`config.mk`:
```
export PLATFORM = sky130hd
export DESIGN_NAME = motion_output_data_regs
export DESIGN_NICKNAME = d
export VERILOG_FILES = /design/src/rtl/motion_regs_pkg.sv /design/src/rtl/motion_output_data_regs.sv
export SDC_FILE = /design/constraint.sdc
export NUM_CORES = 1
export LEC_CHECK = 0
export ABC_CLOCK_PERIOD_IN_PS = 3500
export BUFFER_PORTS_ARGS = -buffer_cell sky130_fd_sc_hd__buf_2
export CAP_MARGIN = 40
export CORE_AREA = 2 2 169 171
export CTS_BUF_LIST = sky130_fd_sc_hd__clkbuf_16
export CTS_CLUSTER_SIZE = 40
export DETAILED_ROUTE_END_ITERATION = 10
export DIE_AREA = 0 0 171 173
export GPL_ROUTABILITY_DRIVEN = 0
export HOLD_SLACK_MARGIN = 0.08
export PLACE_DENSITY = 0.66
export SLEW_MARGIN = 25
export SYNTH_ARGS = -nofsm -noshare
export SYNTH_HDL_FRONTEND = slang
export SYNTH_SLANG_ARGS = --single-unit
```
`constraint.sdc`:
```
create_clock -name clock_i -period 3.5 [get_ports clock_i]
set_input_delay 0.7 -clock clock_i [delete_from_list [all_inputs] [get_ports clock_i]]
set_output_delay 0.7 -clock clock_i [all_outputs]
set_load 0.01 [all_outputs]
```
`src/rtl/motion_regs_pkg.sv`:
```
package motion_regs_pkg;

   // Register offsets as seen by both serial ports.
   localparam logic [7:0] ADDR_GYRO_X_LOW             = 8'h22;
   localparam logic [7:0] ADDR_GYRO_X_HIGH            = 8'h23;
   localparam logic [7:0] ADDR_GYRO_Y_LOW             = 8'h24;
   localparam logic [7:0] ADDR_GYRO_Y_HIGH            = 8'h25;
   localparam logic [7:0] ADDR_GYRO_Z_LOW             = 8'h26;
   localparam logic [7:0] ADDR_GYRO_Z_HIGH            = 8'h27;
   localparam logic [7:0] ADDR_ACCEL_X_LOW            = 8'h28;
   localparam logic [7:0] ADDR_ACCEL_X_HIGH           = 8'h29;
   localparam logic [7:0] ADDR_ACCEL_Y_LOW            = 8'h2A;
   localparam logic [7:0] ADDR_ACCEL_Y_HIGH           = 8'h2B;
   localparam logic [7:0] ADDR_ACCEL_Z_LOW            = 8'h2C;
   localparam logic [7:0] ADDR_ACCEL_Z_HIGH           = 8'h2D;
   localparam logic [7:0] ADDR_EMBEDDED_EVENT_STATUS  = 8'h35;

   // Field positions inside the embedded event status register.
   localparam int unsigned POS_LONG_COUNTER_TIMEOUT   = 7;
   localparam int unsigned POS_SIGNIFICANT_MOTION     = 5;
   localparam int unsigned POS_TILT_EVENT             = 4;
   localparam int unsigned POS_STEP_EVENT             = 3;

   // Axis layout: words 0..2 are gyro X/Y/Z, words 3..5 accel X/Y/Z.
   localparam int unsigned NUM_AXES                   = 6;
   localparam int unsigned NUM_GYRO_AXES              = 3;
   localparam int unsigned AXIS_WIDTH                 = 16;

   localparam logic [15:0] SAMPLE_RESET               = 16'h0000;
   localparam logic [7:0]  STATUS_RESET               = 8'h00;
   localparam logic [7:0]  UNMAPPED_READ_VALUE        = 8'h00;

   typedef struct packed {
      logic [NUM_AXES-1:0][AXIS_WIDTH-1:0] word;
   } six_axis_t;

   typedef struct packed {
      logic long_counter_timeout_flag;
      logic significant_motion_flag;
      logic tilt_event_flag;
      logic step_event_flag;
   } event_t;

   typedef struct packed {
      logic       rd;
      logic       wr;
      logic [7:0] addr;
      logic [7:0] wdata;
   } reg_req_t;

   typedef struct packed {
      logic       valid;
      logic [7:0] data;
   } reg_rsp_t;

endpackage

```
`src/rtl/motion_output_data_regs.sv`:
```
`timescale 1ns/10ps

// Summary of operation
// RL1 - Gyro X rate at 22h low, 23h high
// RL2 - Gyro Y rate at 24h low, 25h high
// RL3 - Gyro Z rate at 26h low, 27h high
// RL4 - Accel X at 28h low, 29h high
// RL5 - Accel Y at 2Ah low, 2Bh high
// RL6 - Accel Z at 2Ch low, 2Dh high
// RL7 - Primary port reads general-purpose gyro chain data
// RL8 - Auxiliary port reads stabilization gyro chain data
// RL9 - Primary port reads general-purpose accel chain data
// RL10 - Auxiliary port reads stabilization accel chain data
// RL11 - Status bit 7 flags long-counter timeout
// RL12 - Status bit flags significant motion event
// RL13 - Status bit flags tilt event
// RL14 - Status bit flags step event
// RL15 - Auxiliary high-byte read clears data-available flags
// RL16 - Status layout bits 7,5,4,3; rest zero
// RL17 - Writes to these registers are ignored
module motion_output_data_regs
   import motion_regs_pkg::*;
(
   input  wire logic      clock_i,
   input  wire logic      resetn_i,
   input  wire six_axis_t gen_sample_i,
   input  wire logic      gen_gyro_strobe_i,
   input  wire logic      gen_accel_strobe_i,
   input  wire six_axis_t stab_sample_i,
   input  wire logic      stab_gyro_strobe_i,
   input  wire logic      stab_accel_strobe_i,
   input  wire event_t    events_i,
   input  wire reg_req_t  primary_req_i,
   output reg_rsp_t       primary_rsp_o,
   input  wire reg_req_t  aux_req_i,
   output reg_rsp_t       aux_rsp_o,
   output logic           gyro_data_available_o,
   output logic           accel_data_available_o
);

   six_axis_t gen_q;
   six_axis_t stab_q;
   logic [7:0] status_q;
   logic [7:0] status_d;
   logic       gyro_da_q;
   logic       gyro_da_d;
   logic       accel_da_q;
   logic       accel_da_d;
   reg_rsp_t   primary_rsp_q;
   reg_rsp_t   primary_rsp_d;
   reg_rsp_t   aux_rsp_q;
   reg_rsp_t   aux_rsp_d;

   // True when the address falls inside the twelve output data bytes.
   function automatic logic in_output_range(input logic [7:0] addr);
      in_output_range = (addr >= ADDR_GYRO_X_LOW) && (addr <= ADDR_ACCEL_Z_HIGH);
   endfunction

   // Axis word index, 0..5, of an address inside the output range.
   function automatic logic [2:0] axis_index(input logic [7:0] addr);
      logic [7:0] rel;
      rel = addr - ADDR_GYRO_X_LOW;
      axis_index = rel[3:1];
   endfunction

   // One read byte for a port; the sample set passed in selects the chain.
   function automatic logic [7:0] read_byte(input logic [7:0] addr,
                                             input six_axis_t  sample,
                                             input logic [7:0] status);
      logic [15:0] word;
      word = SAMPLE_RESET;
      read_byte = UNMAPPED_READ_VALUE;
      if (in_output_range(addr)) begin
         word = sample.word[axis_index(addr)];
         // Odd offsets are the high bytes, even ones the low bytes.
         read_byte = addr[0] ? word[15:8] : word[7:0]; // RL1 RL2 RL3 RL4 RL5 RL6
      end else if (addr == ADDR_EMBEDDED_EVENT_STATUS) begin
         read_byte = status;
      end
   endfunction

   // Each axis captures a whole 16-bit word at once; nothing holds the high byte, so a strobe between
   // the low-byte and high-byte reads gives a low byte of one sample and a high byte of another.
   genvar g;
   generate
      for (g = 0; g < NUM_AXES; g++) begin : gen_axis
         logic [AXIS_WIDTH-1:0] gen_d;
         logic [AXIS_WIDTH-1:0] stab_d;
         logic                  gen_load;
         logic                  stab_load;

         always_comb begin
            gen_load  = (g < NUM_GYRO_AXES) ? gen_gyro_strobe_i : gen_accel_strobe_i;
            stab_load = (g < NUM_GYRO_AXES) ? stab_gyro_strobe_i : stab_accel_strobe_i;
            gen_d  = gen_load ? gen_sample_i.word[g] : gen_q.word[g];     // RL7 RL9
            stab_d = stab_load ? stab_sample_i.word[g] : stab_q.word[g];  // RL8 RL10
         end

         always_ff @(posedge clock_i) begin
            if (!resetn_i) begin
               gen_q.word[g]  <= SAMPLE_RESET;
               stab_q.word[g] <= SAMPLE_RESET;
            end else begin
               gen_q.word[g]  <= gen_d;
               stab_q.word[g] <= stab_d;
            end
         end
      end
   endgenerate

   // Event status: a primary-port read of the register clears it, and an
   // event in the same cycle wins so that no event is lost.
   always_comb begin
      status_d = status_q;
      if (primary_req_i.rd && (primary_req_i.addr == ADDR_EMBEDDED_EVENT_STATUS)) begin
         status_d = STATUS_RESET;
      end
      if (events_i.long_counter_timeout_flag) begin
         status_d[POS_LONG_COUNTER_TIMEOUT] = 1'b1; // RL11 RL16
      end
      if (events_i.significant_motion_flag) begin
         status_d[POS_SIGNIFICANT_MOTION] = 1'b1; // RL12 RL16
      end
      if (events_i.tilt_event_flag) begin
         status_d[POS_TILT_EVENT] = 1'b1; // RL13 RL16
      end
      if (events_i.step_event_flag) begin
         status_d[POS_STEP_EVENT] = 1'b1; // RL14 RL16
      end
   end

   always_ff @(posedge clock_i) begin
      if (!resetn_i) begin
         status_q <= STATUS_RESET;
      end else begin
         status_q <= status_d;
      end
   end

   // Data-available flags seen by the auxiliary host; a new stabilization
   // sample in the clearing cycle keeps the flag set.
   always_comb begin
      logic aux_high;
      aux_high   = aux_req_i.rd && in_output_range(aux_req_i.addr) && aux_req_i.addr[0];
      gyro_da_d  = gyro_da_q;
      accel_da_d = accel_da_q;
      if (aux_high && (aux_req_i.addr <= ADDR_GYRO_Z_HIGH)) begin
         gyro_da_d = 1'b0; // RL15
      end
      if (aux_high && (aux_req_i.addr >= ADDR_ACCEL_X_LOW)) begin
         accel_da_d = 1'b0; // RL15
      end
      if (stab_gyro_strobe_i) begin
         gyro_da_d = 1'b1;
      end
      if (stab_accel_strobe_i) begin
         accel_da_d = 1'b1;
      end
   end

   always_ff @(posedge clock_i) begin
      if (!resetn_i) begin
         gyro_da_q  <= 1'b0;
         accel_da_q <= 1'b0;
      end else begin
         gyro_da_q  <= gyro_da_d;
         accel_da_q <= accel_da_d;
      end
   end

   // Read answers, one cycle after the strobe. The write strobe and data are
   // never looked at, since every register in this bank is read-only.
   always_comb begin
      primary_rsp_d.valid = primary_req_i.rd; // RL17
      primary_rsp_d.data  = primary_rsp_q.data;
      if (primary_req_i.rd) begin
         primary_rsp_d.data = read_byte(primary_req_i.addr, gen_q, status_q); // RL7 RL9
      end
      aux_rsp_d.valid = aux_req_i.rd; // RL17
      aux_rsp_d.data  = aux_rsp_q.data;
      if (aux_req_i.rd) begin
         aux_rsp_d.data = read_byte(aux_req_i.addr, stab_q, status_q); // RL8 RL10
      end
   end

   always_ff @(posedge clock_i) begin
      if (!resetn_i) begin
         primary_rsp_q <= '0;
         aux_rsp_q     <= '0;
      end else begin
         primary_rsp_q <= primary_rsp_d;
         aux_rsp_q     <= aux_rsp_d;
      end
   end

   assign primary_rsp_o          = primary_rsp_q;
   assign aux_rsp_o              = aux_rsp_q;
   assign gyro_data_available_o  = gyro_da_q;
   assign accel_data_available_o = accel_da_q;

endmodule

```
# Yosys cells after proc, flatten, opt, wreduce, memory -nomap -nowiden
# Cells that the tools add are included.
[totals]
register_bits = 216
in_bits = 238
elab_cells = 66
[op_classes]
addsub = 2
n_lt_le_gt_ge = 8
eq_ne = 2
muxes = 19
reduce_logical = 13
[ops]
columns = ["cell", "count"]
rows = [
  ["$bmux 16 s3", 2],
  ["$mux 8", 7],
  ["$mux 16", 2],
  ["$ge 8x6->1 const B", 3],
  ["$le 8x6->1 const B", 3],
  ["$eq 8x6->1 const B", 2],
  ["$reduce_bool 2->1", 6],
  ["$lt 3x4->1 const B", 2],
  ["$mux 1", 8],
  ["$sub 4x2->4 const B", 2],
  ["$logic_and 1x1->1", 7],
]

# Depth between registers and ports, before layout
[logic_depth]
ltp_word = 7
ltp_mapped = 10

# Least setup slack after synthesis
# OpenSTA, ideal clock, no wires.
[synth_timing]
path_kind = "input -> register"
from = "input port primary_req_i[9] (netlist bit)"
to = "register primary_rsp_q, in the netlist primary_rsp_o[1]"
setup_ns = 0.122
arrival_time_ns = 2.910
t_required_ns = 3.378
setup_slack_ns = 0.468
cell_stages = 9
n_path_buf = 3
cell_sequence = "buf_2 > buf_2 > inv_2 > ha_1 > xnor2_4 > buf_4 > mux4_2 > a21oi_1 > o31ai_1"
[synth_between]
elab_chain_len = 5
[synth_lines]
columns = ["item", "line", "source"]
rows = [
  ["start: declaration", "motion_output_data_regs.sv:33", "input wire reg_req_t primary_req_i,"],
  ["$sub 4x2->4", "motion_output_data_regs.sv:62", "rel = addr - ADDR_GYRO_X_LOW;"],
  ["$bmux 16 s3", "motion_output_data_regs.sv:74", "word = sample.word[axis_index(addr)];"],
  ["$mux 16 (not written as such)", "motion_output_data_regs.sv:74", ""],
  ["$mux 8", "motion_output_data_regs.sv:76", "read_byte = addr[0] ? word[15:8] : word[7:0];"],
  ["$mux 8 *", "motion_output_data_regs.sv:73", "if (in_output_range(addr)) begin"],
  ["end signal: assignment", "motion_output_data_regs.sv:191", "primary_rsp_q <= primary_rsp_d;"],
  ["end: declaration", "motion_output_data_regs.sv:49", "reg_rsp_t primary_rsp_q;"],
]
# Mark *: on every way between the ends. The rest lies on a longest branch, timed or not. The select of a mux whose other input is x is not followed.
# A chain may end at the register's enable or synchronous reset.

# Final worst setup path
[layout_timing]
from = "input port primary_req_i[9] (netlist bit)"
to = "register primary_rsp_q, in the netlist primary_rsp_o[0]"
# The elaborated chain is that of the path after synthesis.

==> run summary <==
Setup slack, reg-to-reg: 2130 ps
RR Startpoint: stab_q[13]
Post-cts resize count: 0
Area share of fa/ha/maj cells after synthesis: 0.00394
Cells after Synth: 925
Initial antenna violation count: 7
TritonRoute pass-1 iters: 4
Sequential area share after synthesis: 0.454
Pleak: 0.00548 uW
Minimum clock period: 2370 ps
Hold EP: status_q[7]
Synth Flop Type: dfxtp_1
Distinct cells, synth: 44
CTS tree: yes
Hold Violations, Final: 0
Hold path cells: 3
Die ar.: 0.0296 sq mm
Clk Tree Root Cell: clkbuf_16
Post-CTS setup buffers: 0
Max cap viols: 0
Pwr dens: 503 mW/mm^2
Critical Path Fanout Max: 16
RSZ-0062 raised after global routing: no
# H-tree levels: 1
Area Overhead vs Synth: 24.7%
Power Total: 5980 uW
Final TNS setup: 0 ps
Syn avg cell area: 10.3 sq um
Async set or reset register ratio after synthesis: 0
Worst setup EP type: flip-flop
Synth Area in Simple Gates: 0.120
Cell area after synthesis: 0.00953 sq mm
Overall routing resource usage: 0.175
Post-CTS Hold Fix Bufs: 0
DR iter-0 viols: 347
Setup crit start: primary_req_i[9]
Buffers on Ports: 239
Vias in the first global route: 7376
Die outline height: 173 um
Worst Skew: 14.8 ps
Starting Density: 0.345
Final period util: 0.677
Synth Area in XOR/XNOR: 0.00564
Largest net degree at the start of global routing: 88
Number of enable flip-flop cells after synthesis: 0
Clock buffer depth: 3
Worst Tran Pin Value: 772 ps
DP HPWL: 19400 um
DRC errors left: 0
Setup slack after layout: 1130 ps
Syn Nets: 1166
Antenna viol nets, final: 0
Routed wire per std cell: 17.4 um
Global-route wire length before repair: 40900 um
R2R Path End: aux_rsp_o[5]
Worst hold path type: input port to flip-flop
Mux share of post-synthesis cell area: 0.313
Vias post-DR: 7556
Compound-Gate Fraction of Synth Area: 0.0675
Critical path required time: 3900 ps
Type of origin of the critical path: input port
Die width: 171 um
Slew headroom: 0.485
Fmax: 422 MHz
Most common cell after layout, fill and taps aside: buf_2
R2R depth: 4
Post-Route WL: 26700 um
CTS sink cnt: 216
Clk slew on worst S/H paths: 60 ps
VDD IR max: 0.378 mV
Number of core rows: 61
CP Data Arrival Time: 2770 ps
# setup viols final: 0
Worst-skew pair later-pin latency: 520 ps
Outcome: completed
Yosys warnings: 0
Most frequent cells in the layout: buf_2, dfxtp_1, nor2_1, mux2i_1, mux4_2
Setup WS pre-CTS: 560 ps
Min Hold Slack: 405 ps
# IOs: 258
Vias per cell: 4.92
Layout cells sized above 1: 0.304
Critical path class: input port to flip-flop
Fin nets: 1375
Fillers: 2727
Hold path startpoint: events_i[3]
Core box area: 0.0276 sq mm
Pins Over Slew Limit: 0
Largest family of logic cells by synthesized area: multiplexers
Grt ovf: 0
#FFs+latches synth: 216
Num CTS Buffers: 25
## worst max path at each step
stage / to
after CTS: primary_rsp_o[2]
final: primary_rsp_o[0]
after floorplan: primary_rsp_o[1]
after detailed placement: primary_rsp_o[2]
after global routing: primary_rsp_o[0]
after global placement: primary_rsp_o[2]
## metal layers
metal	share of wire	track usage	wire [um]	vias up
met5	0.00060	0	16	-
met4	0.023	0.0523	621	2
met1	0.47	0.250	12500	3614
met3	0.060	0.0311	1610	39
met2	0.45	0.270	12000	200
li1	-	-	-	3701
## cell families (layout without fill, tap and decap cells)
logic type      after synthesis  count (layout)
simple gates                276             276
mux                         256             256
flops                       216             216
buf+inv                      87             312
compound gates               83              83
xor+xnor                      4               4
fa+ha+maj                     3               3
other cells                   0               7
## power by group
group | total (uW) | internal [uW] | switching (uW)
Clock | 2520 | 1510 | 1020
Sequential | 2670 | 2600 | 71.7
Combinational | 782 | 372 | 409
Total | 5980 | 4480 | 1500
## synth_stat cells (11+ instances only)
| cell | count | share of area |
|---|---|---|
| dfxtp_1 | 216 | 0.45 |
| nand3_1 | 13 | 0.0068 |
| buf_2 | 15 | 0.0079 |
| o31ai_1 | 16 | 0.013 |
| inv_1 | 12 | 0.0047 |
| clkbuf_1 | 49 | 0.019 |
| o21ai_0 | 11 | 0.0058 |
| mux2i_1 | 208 | 0.22 |
| nor2_1 | 215 | 0.085 |
| a21oi_1 | 16 | 0.0084 |
| mux2_2 | 16 | 0.019 |
| mux4_2 | 32 | 0.076 |
| nand2_1 | 25 | 0.0098 |
## cell type report
cell class | count | area, sq um | share of cell area
multi-input combinational | 622 | 4870 | 0.409
sequential | 216 | 4320 | 0.364
timing repair buffer | 256 | 1370 | 0.116
clock buffer | 25 | 626 | 0.0526
tap | 378 | 473 | 0.0398
clock inverter | 18 | 156 | 0.0132
inverter | 13 | 53.8 | 0.00452
antenna | 7 | 17.5 | 0.00147
## worst max-delay path: stages
cell and delay, ps:
buf_2 120, inv_2 40, ha_1 270, xnor2_4 610, mux4_2 600, a211oi_1 320
o31ai_1 90
## sequential cells by signal, summed over array words and instances (netlist names)
name,cells
gyro_data_available_o,1
accel_data_available_o,1
status_q,4
stab_q,96
aux_rsp_o,9
primary_rsp_o,9
gen_q,96
## per-stage QoR
| step | util | std cells | area (sq um) |
|---|---|---|---|
| floorplan | - | 925 | 9530 |
| global placement | 0.401 | 1485 | 11100 |
| detailed placement | 0.401 | 1485 | 11100 |
| CTS | 0.430 | 1528 | 11900 |
| global route | 0.430 | 1532 | 11900 |
| finish | 0.430 | 1535 | 11900 |
Note: power is estimated with default switching activity, not from simulation.
